<file path="config.mk">
export PLATFORM = sky130hd
export DESIGN_NAME = ana_adv_reg
export DESIGN_NICKNAME = d
export VERILOG_FILES = /design/src/rtl/ana_adv_reg.v
export VERILOG_INCLUDE_DIRS = /design/src /design/src/rtl
export SDC_FILE = /design/constraint.sdc
export NUM_CORES = 1
export LEC_CHECK = 0
export BUFFER_PORTS_ARGS = -buffer_cell sky130_fd_sc_hd__clkbuf_2
export CELL_PAD_IN_SITES_DETAIL_PLACEMENT = 1
export CELL_PAD_IN_SITES_GLOBAL_PLACEMENT = 1
export CORE_ASPECT_RATIO = 1.5
export CORE_MARGIN = 2
export CORE_UTILIZATION = 41
export CTS_CLUSTER_DIAMETER = 50
export DETAILED_ROUTE_END_ITERATION = 16
export PLACE_DENSITY = 0.88
export SLEW_MARGIN = 10
export SYNTH_ARGS = -nofsm -noshare
export SYNTH_HDL_FRONTEND = slang
export SYNTH_SLANG_ARGS = --single-unit
</file>
<file path="constraint.sdc">
create_clock -name clk_i -period 2.6 [get_ports clk_i]
set_clock_uncertainty 0.2 [all_clocks]
set_input_delay 0.52 -clock clk_i [delete_from_list [all_inputs] [get_ports clk_i]]
set_output_delay 0.52 -clock clk_i [all_outputs]
set_load 0.01 [all_outputs]
</file>
<file path="src/rtl/ana_map.vh">
/*
 Register map, field positions and reset values of the advertisement block.
 Assumes a 16-bit management port; only the constants live here.
*/
// Function
// [RL1] Next-page bit writable, resets to zero
// [RL2] Bit 14 always reads zero
// [RL3] Bit 14 writes need command override
// [RL4] Hardware sets bit 13 on local fault
// [RL5] Bit 13 sent as remote fault
// [RL6] Bits 12 to 10 read zero
// [RL7] Management writes reserved bits at defaults
// [RL8] Bits 12 to 10 writable under override only
// [RL9] Bits 9 to 5 advertise technologies
// [RL10] Bit 9 reads zero, override writable
// [RL11] Technology bits reset per operating mode; the code loads 4'hF at reset in both modes
// [RL12] Hardware mode makes technology bits read-only
// [RL13] Selector resets to 00001, override writable
// [RL14] Code word built from register contents
// [RL15] Advertisement register at address 4, 16 bits
// [RL16] Identifier two holds revision in bits 3:0
// [RL17] Hardware mode sets one bit by pins; the code does so only while the autoneg pin is high
// [RL18] Software mode: technology bits default all ones
// [RL19] Blocked bits keep value, others update
`ifndef ANA_MAP_VH
`define ANA_MAP_VH
`define ANA_ADDR_W        5
`define ANA_ADDR_ID2      5'h03
`define ANA_ADDR_ADV      5'h04
`define ANA_ADDR_OVR      5'h10
`define ANA_BIT_NP        15
`define ANA_BIT_ACK       14
`define ANA_BIT_RF        13
`define ANA_RES_HI        12
`define ANA_RES_LO        10
`define ANA_BIT_T4        9
`define ANA_TAF_HI        8
`define ANA_TAF_LO        5
`define ANA_SEL_HI        4
`define ANA_SEL_LO        0
`define ANA_BIT_OVR       15
`define ANA_SEL_RST       5'h01
`define ANA_TAF_SW_RST    4'hF
`define ANA_TAF_100FD     4'h8
`define ANA_TAF_100HD     4'h4
`define ANA_TAF_10FD      4'h2
`define ANA_TAF_10HD      4'h1
`define ANA_ID2_HI_RST    12'h000
`define ANA_ID2_HI_HI     15
`define ANA_ID2_HI_LO     4
`define ANA_REV_HI        3
`define ANA_REV_LO        0
`define ANA_PIN_W         4
`define ANA_PIN_HWSW      3
`define ANA_PIN_SPD       2
`define ANA_PIN_DPX       1
`define ANA_PIN_AN        0
`define ANA_PIN_RST       1'h0
`define ANA_NP_RST        1'h0
`define ANA_ACK_RST       1'h0
`define ANA_RF_RST        1'h0
`define ANA_RES_RST       3'h0
`define ANA_T4_RST        1'h0
`define ANA_OVR_RST       1'h0
`define ANA_ACK_READ      1'h0
`define ANA_RES_READ      3'h0
`define ANA_T4_READ       1'h0
`define ANA_RD_IDLE       16'h0000
`define ANA_WORD_RST      16'h0000
`define ANA_VLD_RST       1'h0
`endif

</file>
<file path="src/rtl/ana_adv_reg.v">
/*
 Auto-negotiation local advertisement register with the identifier-two
 revision field and the command override bit. Assumes a synchronous
 management port on clk_i; pins come from outside and are synchronised.
*/
// The address-and-strobe port is this design's own decision.
`include "ana_map.vh"
module ana_adv_reg #(
  parameter [3:0] REVISION = 4'h3           // Arbitrary revision value
) (
  input  wire        clk_i,                 // 100 MHz clock
  input  wire        reset_i,               // Sync reset, active high
  input  wire        ce_i,                  // Clock enable
  input  wire [4:0]  addr_i,                // Register address
  input  wire [15:0] wdata_i,               // Write data
  input  wire        wr_i,                  // Write strobe
  input  wire        rd_i,                  // Read strobe
  output reg  [15:0] rdata_o,               // Read data, cycle after rd_i
  input  wire        hardware_software_select_pin_i, // Low: hardware mode
  input  wire        speed_select_pin_i,    // High: 100 Mb/s
  input  wire        duplex_select_pin_i,   // High: full duplex
  input  wire        autoneg_pin_i,         // Pin enable of autoneg
  input  wire        autoneg_enable_i,      // Autoneg enabled (same clock)
  input  wire        link_fault_i,          // Local link fault (same clock)
  output reg  [15:0] link_code_word_o,      // Word for fast link pulses
  output reg         code_word_valid_o      // Autoneg enabled, word valid
);

  // Pins are asynchronous to clk_i; two stages each before use
  wire [`ANA_PIN_W-1:0] pin_raw;
  wire [`ANA_PIN_W-1:0] pin_sync;
  wire                  hw_mode;
  wire                  sw_mode;
  wire                  pin_spd;
  wire                  pin_dpx;
  wire                  pin_an;

  // Stored fields of the advertisement register
  reg                   np_q;
  reg                   np_d;
  reg                   ack_q;
  reg                   ack_d;
  reg                   rf_q;
  reg                   rf_d;
  reg  [2:0]            res_q;
  reg  [2:0]            res_d;
  reg                   t4_q;
  reg                   t4_d;
  reg  [3:0]            taf_q;
  reg  [3:0]            taf_d;
  reg  [4:0]            sel_q;
  reg  [4:0]            sel_d;

  // Command override and the identifier-two fields
  reg                   ovr_q;
  reg                   ovr_d;
  reg  [11:0]           id2_hi_q;
  reg  [11:0]           id2_hi_d;
  reg  [3:0]            rev_q;
  reg  [3:0]            rev_d;

  // Decoded strobes and derived words
  wire                  wr_adv;
  wire                  wr_cw;
  wire                  wr_ovr;
  wire                  wr_id2;
  reg  [3:0]            taf_hw;
  reg  [15:0]           rd_d;
  wire [15:0]           adv_full;

  assign pin_raw = {hardware_software_select_pin_i, speed_select_pin_i,
                    duplex_select_pin_i, autoneg_pin_i};

  genvar gi;
  generate
    for (gi = 0; gi < `ANA_PIN_W; gi = gi + 1) begin : g_pin_sync
      reg meta_q;
      reg sync_q;
      always @(posedge clk_i) begin
        if (reset_i) begin
          meta_q <= `ANA_PIN_RST;
          sync_q <= `ANA_PIN_RST;
        end else if (ce_i) begin
          meta_q <= pin_raw[gi];
          // Only the second stage is read downstream
          sync_q <= meta_q;
        end
      end
      assign pin_sync[gi] = sync_q;
    end
  endgenerate

  // Until the chain fills after reset the block sees hardware mode
  assign hw_mode = ~pin_sync[`ANA_PIN_HWSW];
  assign sw_mode = pin_sync[`ANA_PIN_HWSW];
  assign pin_spd = pin_sync[`ANA_PIN_SPD];
  assign pin_dpx = pin_sync[`ANA_PIN_DPX];
  assign pin_an  = pin_sync[`ANA_PIN_AN];

  // Override gates the writable CW bits of the advertisement word except NP
  assign wr_adv = wr_i & (addr_i == `ANA_ADDR_ADV);
  assign wr_cw  = wr_adv & ovr_q;
  assign wr_ovr = wr_i & (addr_i == `ANA_ADDR_OVR);
  assign wr_id2 = wr_i & (addr_i == `ANA_ADDR_ID2) & ovr_q;

  // One technology from the pins; other three cleared
  always @* begin
    case ({pin_spd, pin_dpx})
      2'h3:    taf_hw = `ANA_TAF_100FD;                       // RL17
      2'h2:    taf_hw = `ANA_TAF_100HD;                       // RL17
      2'h1:    taf_hw = `ANA_TAF_10FD;                        // RL17
      default: taf_hw = `ANA_TAF_10HD;                        // RL17
    endcase
  end

  always @* begin
    np_d = np_q;
    if (wr_adv) begin
      np_d = wdata_i[`ANA_BIT_NP];                            // RL1 RL19
    end
  end

  always @(posedge clk_i) begin
    if (reset_i) begin
      np_q <= `ANA_NP_RST;                                    // RL1
    end else if (ce_i) begin
      np_q <= np_d;
    end
  end

  always @* begin
    ack_d = ack_q;
    if (wr_cw) begin
      ack_d = wdata_i[`ANA_BIT_ACK];                          // RL3 RL19
    end
  end

  always @(posedge clk_i) begin
    if (reset_i) begin
      ack_q <= `ANA_ACK_RST;
    end else if (ce_i) begin
      ack_q <= ack_d;
    end
  end

  // Fault status each cycle; a write to the bit cannot stick
  always @* begin
    rf_d = link_fault_i;                                      // RL4
  end

  always @(posedge clk_i) begin
    if (reset_i) begin
      rf_q <= `ANA_RF_RST;                                    // RL4
    end else if (ce_i) begin
      rf_q <= rf_d;
    end
  end

  always @* begin
    res_d = res_q;
    if (wr_cw) begin
      res_d = wdata_i[`ANA_RES_HI:`ANA_RES_LO];               // RL8
    end
  end

  always @(posedge clk_i) begin
    if (reset_i) begin
      res_q <= `ANA_RES_RST;
    end else if (ce_i) begin
      res_q <= res_d;
    end
  end

  always @* begin
    t4_d = t4_q;
    if (wr_cw) begin
      t4_d = wdata_i[`ANA_BIT_T4];                            // RL10
    end
  end

  always @(posedge clk_i) begin
    if (reset_i) begin
      t4_q <= `ANA_T4_RST;
    end else if (ce_i) begin
      t4_q <= t4_d;
    end
  end

  // Pins own the field in hardware mode with autoneg pin high
  always @* begin
    taf_d = taf_q;
    if (wr_cw & sw_mode) begin
      taf_d = wdata_i[`ANA_TAF_HI:`ANA_TAF_LO];               // RL12 RL18
    end
    if (hw_mode & pin_an) begin
      taf_d = taf_hw;                                         // RL17 RL12
    end
  end

  always @(posedge clk_i) begin
    if (reset_i) begin
      taf_q <= `ANA_TAF_SW_RST;                               // RL11 RL18
    end else if (ce_i) begin
      taf_q <= taf_d;
    end
  end

  always @* begin
    sel_d = sel_q;
    if (wr_cw) begin
      sel_d = wdata_i[`ANA_SEL_HI:`ANA_SEL_LO];               // RL13
    end
  end

  always @(posedge clk_i) begin
    if (reset_i) begin
      sel_q <= `ANA_SEL_RST;                                  // RL13
    end else if (ce_i) begin
      sel_q <= sel_d;
    end
  end

  always @* begin
    ovr_d = ovr_q;
    if (wr_ovr) begin
      ovr_d = wdata_i[`ANA_BIT_OVR];
    end
  end

  always @(posedge clk_i) begin
    if (reset_i) begin
      ovr_q <= `ANA_OVR_RST;
    end else if (ce_i) begin
      ovr_q <= ovr_d;
    end
  end

  always @* begin
    id2_hi_d = id2_hi_q;
    if (wr_id2) begin
      id2_hi_d = wdata_i[`ANA_ID2_HI_HI:`ANA_ID2_HI_LO];
    end
  end

  always @(posedge clk_i) begin
    if (reset_i) begin
      id2_hi_q <= `ANA_ID2_HI_RST;
    end else if (ce_i) begin
      id2_hi_q <= id2_hi_d;
    end
  end

  always @* begin
    rev_d = rev_q;
    if (wr_id2) begin
      rev_d = wdata_i[`ANA_REV_HI:`ANA_REV_LO];
    end
  end

  always @(posedge clk_i) begin
    if (reset_i) begin
      rev_q <= REVISION;                                      // RL16
    end else if (ce_i) begin
      rev_q <= rev_d;
    end
  end

  // Stored bits, reserved ones included, feed the link word
  assign adv_full = {np_q, ack_q, rf_q, res_q, t4_q, taf_q, sel_q};

  // Reserved and unsupported bits read as zero whatever is stored
  always @* begin
    rd_d = `ANA_RD_IDLE;
    case (addr_i)
      `ANA_ADDR_ID2: begin
        rd_d[`ANA_ID2_HI_HI:`ANA_ID2_HI_LO] = id2_hi_q;
        rd_d[`ANA_REV_HI:`ANA_REV_LO]       = rev_q;          // RL16
      end
      `ANA_ADDR_ADV: begin
        rd_d                          = adv_full;             // RL15
        rd_d[`ANA_BIT_ACK]            = `ANA_ACK_READ;        // RL2
        rd_d[`ANA_RES_HI:`ANA_RES_LO] = `ANA_RES_READ;        // RL6
        rd_d[`ANA_BIT_T4]             = `ANA_T4_READ;         // RL10
      end
      `ANA_ADDR_OVR: begin
        rd_d[`ANA_BIT_OVR] = ovr_q;
      end
      default: begin
        rd_d = `ANA_RD_IDLE;
      end
    endcase
  end

  // Read data stand one cycle after the strobe, zero otherwise
  always @(posedge clk_i) begin
    if (reset_i) begin
      rdata_o <= `ANA_RD_IDLE;
    end else if (ce_i) begin
      if (rd_i) begin
        rdata_o <= rd_d;                                      // RL15
      end else begin
        rdata_o <= `ANA_RD_IDLE;
      end
    end
  end

  // Link word trails the register by one cycle
  always @(posedge clk_i) begin
    if (reset_i) begin
      link_code_word_o <= `ANA_WORD_RST;
    end else if (ce_i) begin
      link_code_word_o <= adv_full;                           // RL14 RL5 RL9
    end
  end

  always @(posedge clk_i) begin
    if (reset_i) begin
      code_word_valid_o <= `ANA_VLD_RST;
    end else if (ce_i) begin
      code_word_valid_o <= autoneg_enable_i;                  // RL5
    end
  end
endmodule // ana_adv_reg

</file>
[Word level (Yosys, flattened, before mapping)]
Cells that the tools add are included.
Word-level totals
  bits in registers: 74
  bits of input ports: 32
  logic and storage cells: 47
Operators by class
  equality and inequality tests: 6
  muxes and demuxes: 6
  bitwise gates (word level): 8
  reduce and logical (&&, ||, !) cells: 6
Operators with widths (number)
  case mux 15 bit (2 select lines): 1
  two-way mux 16 bit: 1
  case mux 4 bit (3 select lines): 1
  AND reduction 2 bit: 5
  two-way mux 4 bit: 2
  bitwise AND 1 bit: 7
  == test 5 x 2 -> 1 bit (second input constant): 1
  == test 5 x 3 -> 1 bit (second input constant): 1
  == test 5 bit (second input constant): 1
  == test 2 bit (second input constant): 2
  case mux 1 bit (3 select lines): 1
  == test 2 x 1 -> 1 bit (second input constant): 1
  nonzero test 2 bit: 1
  inverter 1 bit: 1

[Depth between registers and ports, before layout]
  depth in word-level cells: 6
  gate-level depth with buffers: 6
  gate-level depth less buffers: 3

[Worst setup path after synthesis]
No wires, ideal clock.
  kind: input-to-reg
  from: in addr_i[0]
  to: reg taf_q[0]
  setup time: 0.122 ns
  data arrival time: 1.709 ns
  slack: 0.569 ns
  stages on the path: 4
  path buffers: 1
  cells stage by stage: or3_1 buf_2 o32a_4 a221o_1
On the way
  longest elaborated chain between the ends: 6
RTL lines
  start, declared: RTL line ana_adv_reg.v:14  | input wire [4:0] addr_i,
  == test 5 x 3 -> 1 bit
  bitwise AND 1 bit: RTL line ana_adv_reg.v:101  | assign wr_adv = wr_i & (addr_i == `ANA_ADDR_ADV);
  bitwise AND 1 bit: RTL line ana_adv_reg.v:102  | assign wr_cw = wr_adv & ovr_q;
  bitwise AND 1 bit: RTL line ana_adv_reg.v:192  | if (wr_cw & sw_mode) begin
  nonzero test 2 bit (no line)
  AND reduction 2 bit (no line)
  end signal, assigned: RTL line ana_adv_reg.v:202  | taf_q <= `ANA_TAF_SW_RST;
  end signal, assigned: RTL line ana_adv_reg.v:204  | taf_q <= taf_d;
  end, declared: RTL line ana_adv_reg.v:49  | reg [3:0] taf_q;
No other way between the ends.
A chain may end at the register's enable or synchronous reset.

[Final worst setup path]
  from: in ce_i
  to: reg sel_q[1]
On the way
  longest elaborated chain between the ends: 1
RTL lines
  start, declared: RTL line ana_adv_reg.v:13  | input wire ce_i,
  AND reduction 2 bit (no line)
  end signal, assigned: RTL line ana_adv_reg.v:217  | sel_q <= `ANA_SEL_RST;
  end signal, assigned: RTL line ana_adv_reg.v:219  | sel_q <= sel_d;
  end, declared: RTL line ana_adv_reg.v:51  | reg [4:0] sel_q;
No other way between the ends.

==> impl_metrics.ini <==
[outcome]
status = completed

[route]
routed_via_density = 5.73
drt-total-wl_mm = 8.72
drc_errors = 0
drtIter0Drc = 206
ant_nets = 0
wl_per_cell_um = 18.2
drtPass1Iterations = 4
vias = 2744

[floorplan]
start_util = 0.418
die_h_um = 109
pin_count = 65
std_cell_rows = 38
die-area_um2 = 8030
core_um2 = 7180
die_w_um = 73.8

[timing]
tightest_slew_ns = 0.637
rsz0062_at_grt = false
period_share = 0.741
finalHoldViolCount = 0
period_minus_slack_ns = 1.93
relSlewSlack = 0.574
setup_viol = 0
drv_slew = 0
clock.fmax_mhz = 519
tns_ns = 0
hold_ws_ns = 0.204

[synthesis]
synthesis.nets = 345
ys_seq_area_frac = 0.494
syn-instance-count = 313
synthesis.area_um2 = 3000
avgSynthCellArea_um2 = 9.58
synth.distinct_cells = 33
yosysWarningCount = 0
synth-seq-cells = 74

[clock_network]
numCtsBuffers = 9
cts_hold_buf = 0
clkLatencyLatePin_ns = 0.36
clk_path_buf_depth = 2
root_buffer = clkbuf_8
postCtsSetupBuffers = 0
tritoncts = built
cts_max_level = 3
cts.clk_slew.worst_paths_ns = 0.07
cts-resized-gates = 0
cts.sinks = 74

[cells_and_area]
fin_area_um2 = 3610
drive_gt1_frac = 0.243
finalNonFillerCells = 479
fin_util = 0.503
layout_common_cells = dfxtp_1, clkbuf_2, nor2_1
nets = 406
final_common_cell = dfxtp_1
final.fill_count = 822
areaGrowthSynthToFinish_pct = 20.4
diodes = 0

[worst_setup_path]
critPathSlowestCell = nand3_1
worst-setup-path-type = in2reg
reg2reg_slack_ns = 0.68
crit_family = buffers and inverters
r2r_start = ovr_q
critPathMaxStageDelay_ns = 0.37
crit_required_ns = 2.63
critPathBufInv = 2
critPathArrivalTime_ns = 1.95
reg2reg_to = id2_hi_q[5]
reg2reg_depth = 3
path_cells = clkbuf_2 -> buf_12 -> nand3_1 -> o31ai_1 -> a21oi_1
critPathLaunchType = input pin
cp_max_fo = 32
cp-end-kind = flop

[run]
cap_violations = 0

[pwr]
power.share.sequential = 0.554
powerDensity_nw_per_um2 = 581
p_sw_mw = 0.516
vdd_ir_drop_max_mv = 0.292
p_clk_frac = 0.369
p_int_mw = 1.58
swShare = 0.246
p_leak_nw = 1.49
pwr-share-comb = 0.077

[placed_design]
gp_congestion = 0.835
port-buffer-count = 64
place_area_um2 = 3440
hpwl_mm = 6.22
place_inst = 463

[min_path]
hold_class = in2reg
hold_depth = 3
hold_end = code_word_valid_o
hold_start = autoneg_enable_i

[global_route]
grt_pass1_wl_mm = 13.7
grt_pass1_vias = 2864
grt_usage = 0.230
grt_max_degree = 43
antenna_found_initial = 0
gr-total-overflow = 0
==> cells by family after synthesis <==
| family | count (synthesis) | share of synthesized area |
|---|---|---|
| simple gates | 104 | 0.190 |
| flops | 74 | 0.494 |
| compound gates | 76 | 0.179 |
| mux | 29 | 0.0968 |
| buf+inv | 30 | 0.0401 |
==> synth_stat cells <==
cell	instances	area (um2)
buf_2	6	30.0
o211ai_1	1	7.51
a311o_1	2	20.0
o31ai_1	15	113
o21ai_0	15	75.1
inv_1	2	7.51
nand3_1	9	45.0
nand2_1	7	26.3
mux2i_1	29	290
nor3_1	1	5.00
nor3_2	1	10.0
a21oi_1	23	115
nor2b_1	4	25.0
and4_1	1	8.76
or3_1	1	6.26
a221o_1	17	170
o32a_4	1	22.5
and3_1	2	12.5
dfxtp_1	74	1480
and2_1	10	62.6
a211oi_1	1	7.51
a31oi_1	1	6.26
or4bb_1	1	11.3
nand4_1	24	150
nand2b_1	1	6.26
nor4_1	1	6.26
nand3b_1	3	22.5
nor2_1	32	120
clkinv_1	1	3.75
clkbuf_1	21	78.8
and3b_1	3	26.3
nand4b_1	2	17.5
nor3b_1	1	7.51
==> area by class of cell <==
cell class	count	area, um2	area share
timing repair buffer	77	430	0.119
sequential	74	1480	0.411
clock buffer	13	149	0.0413
multi-input combinational	209	1400	0.387
inverter	3	11.3	0.00312
tap	100	125	0.0347
clock inverter	3	15.0	0.00416
==> metrics by stage <==
step	worst slack, ns	power [mW]
finish	0.672	2.10
global route	0.550	2.17
CTS	0.676	2.11
detailed placement	0.356	1.35
global placement	0.404	1.34
floorplan	0.569	1.27
==> worst max path at each step <==
stage / startpoint / endpoint / slack, ns / cells after the start
after floorplan: addr_i[0] / taf_q[0] / 0.57 / 4
after global placement: reset_i / ovr_q / 0.40 / 5
after detailed placement: reset_i / rdata_o[14] / 0.36 / 5
after CTS: ce_i / sel_q[1] / 0.68 / 5
after global routing: ce_i / res_q[2] / 0.55 / 5
final: ce_i / sel_q[1] / 0.67 / 5
==> worst reg2reg max path, cell delays in order (launching register included) <==
cell and delay (ns):
dfxtp_1 0.42, or4bb_1 0.75, o21ai_0 0.30, a21oi_1 0.12
==> state kept, by name, summed over array words and instances, names as in the netlist <==
register / count
ovr_q: 1
code_word_valid_o: 1
ack_q: 1
t4_q: 1
taf_q: 4
sel_q: 5
rev_q: 4
g_pin_sync.sync_q: 4
rdata_o: 16
np_q: 1
link_code_word_o: 16
id2_hi_q: 12
rf_q: 1
g_pin_sync.meta_q: 4
res_q: 3
==> metal layers <==
metal | wire (um) | up-vias | part of all wire | track usage
met5 | 0 | - | 0 | 0
met4 | 352 | 0 | 0.040 | 0.134
met3 | 290 | 29 | 0.033 | 0.0518
met2 | 4630 | 79 | 0.53 | 0.399
met1 | 3450 | 1349 | 0.40 | 0.251
li1 | - | 1287 | - | -
==> power by group through the flow <==
stage	Combinational [mW]	Clock, mW	Sequential [mW]
6_report	0.162	0.774	1.16
3_5_place_dp	0.159	0	1.19
5_1_grt	0.175	0.838	1.16
3_3_place_gp	0.155	0	1.19
4_1_cts	0.161	0.793	1.16
2_1_floorplan	0.0851	0	1.19
Power figures use the tool's default switching activity.
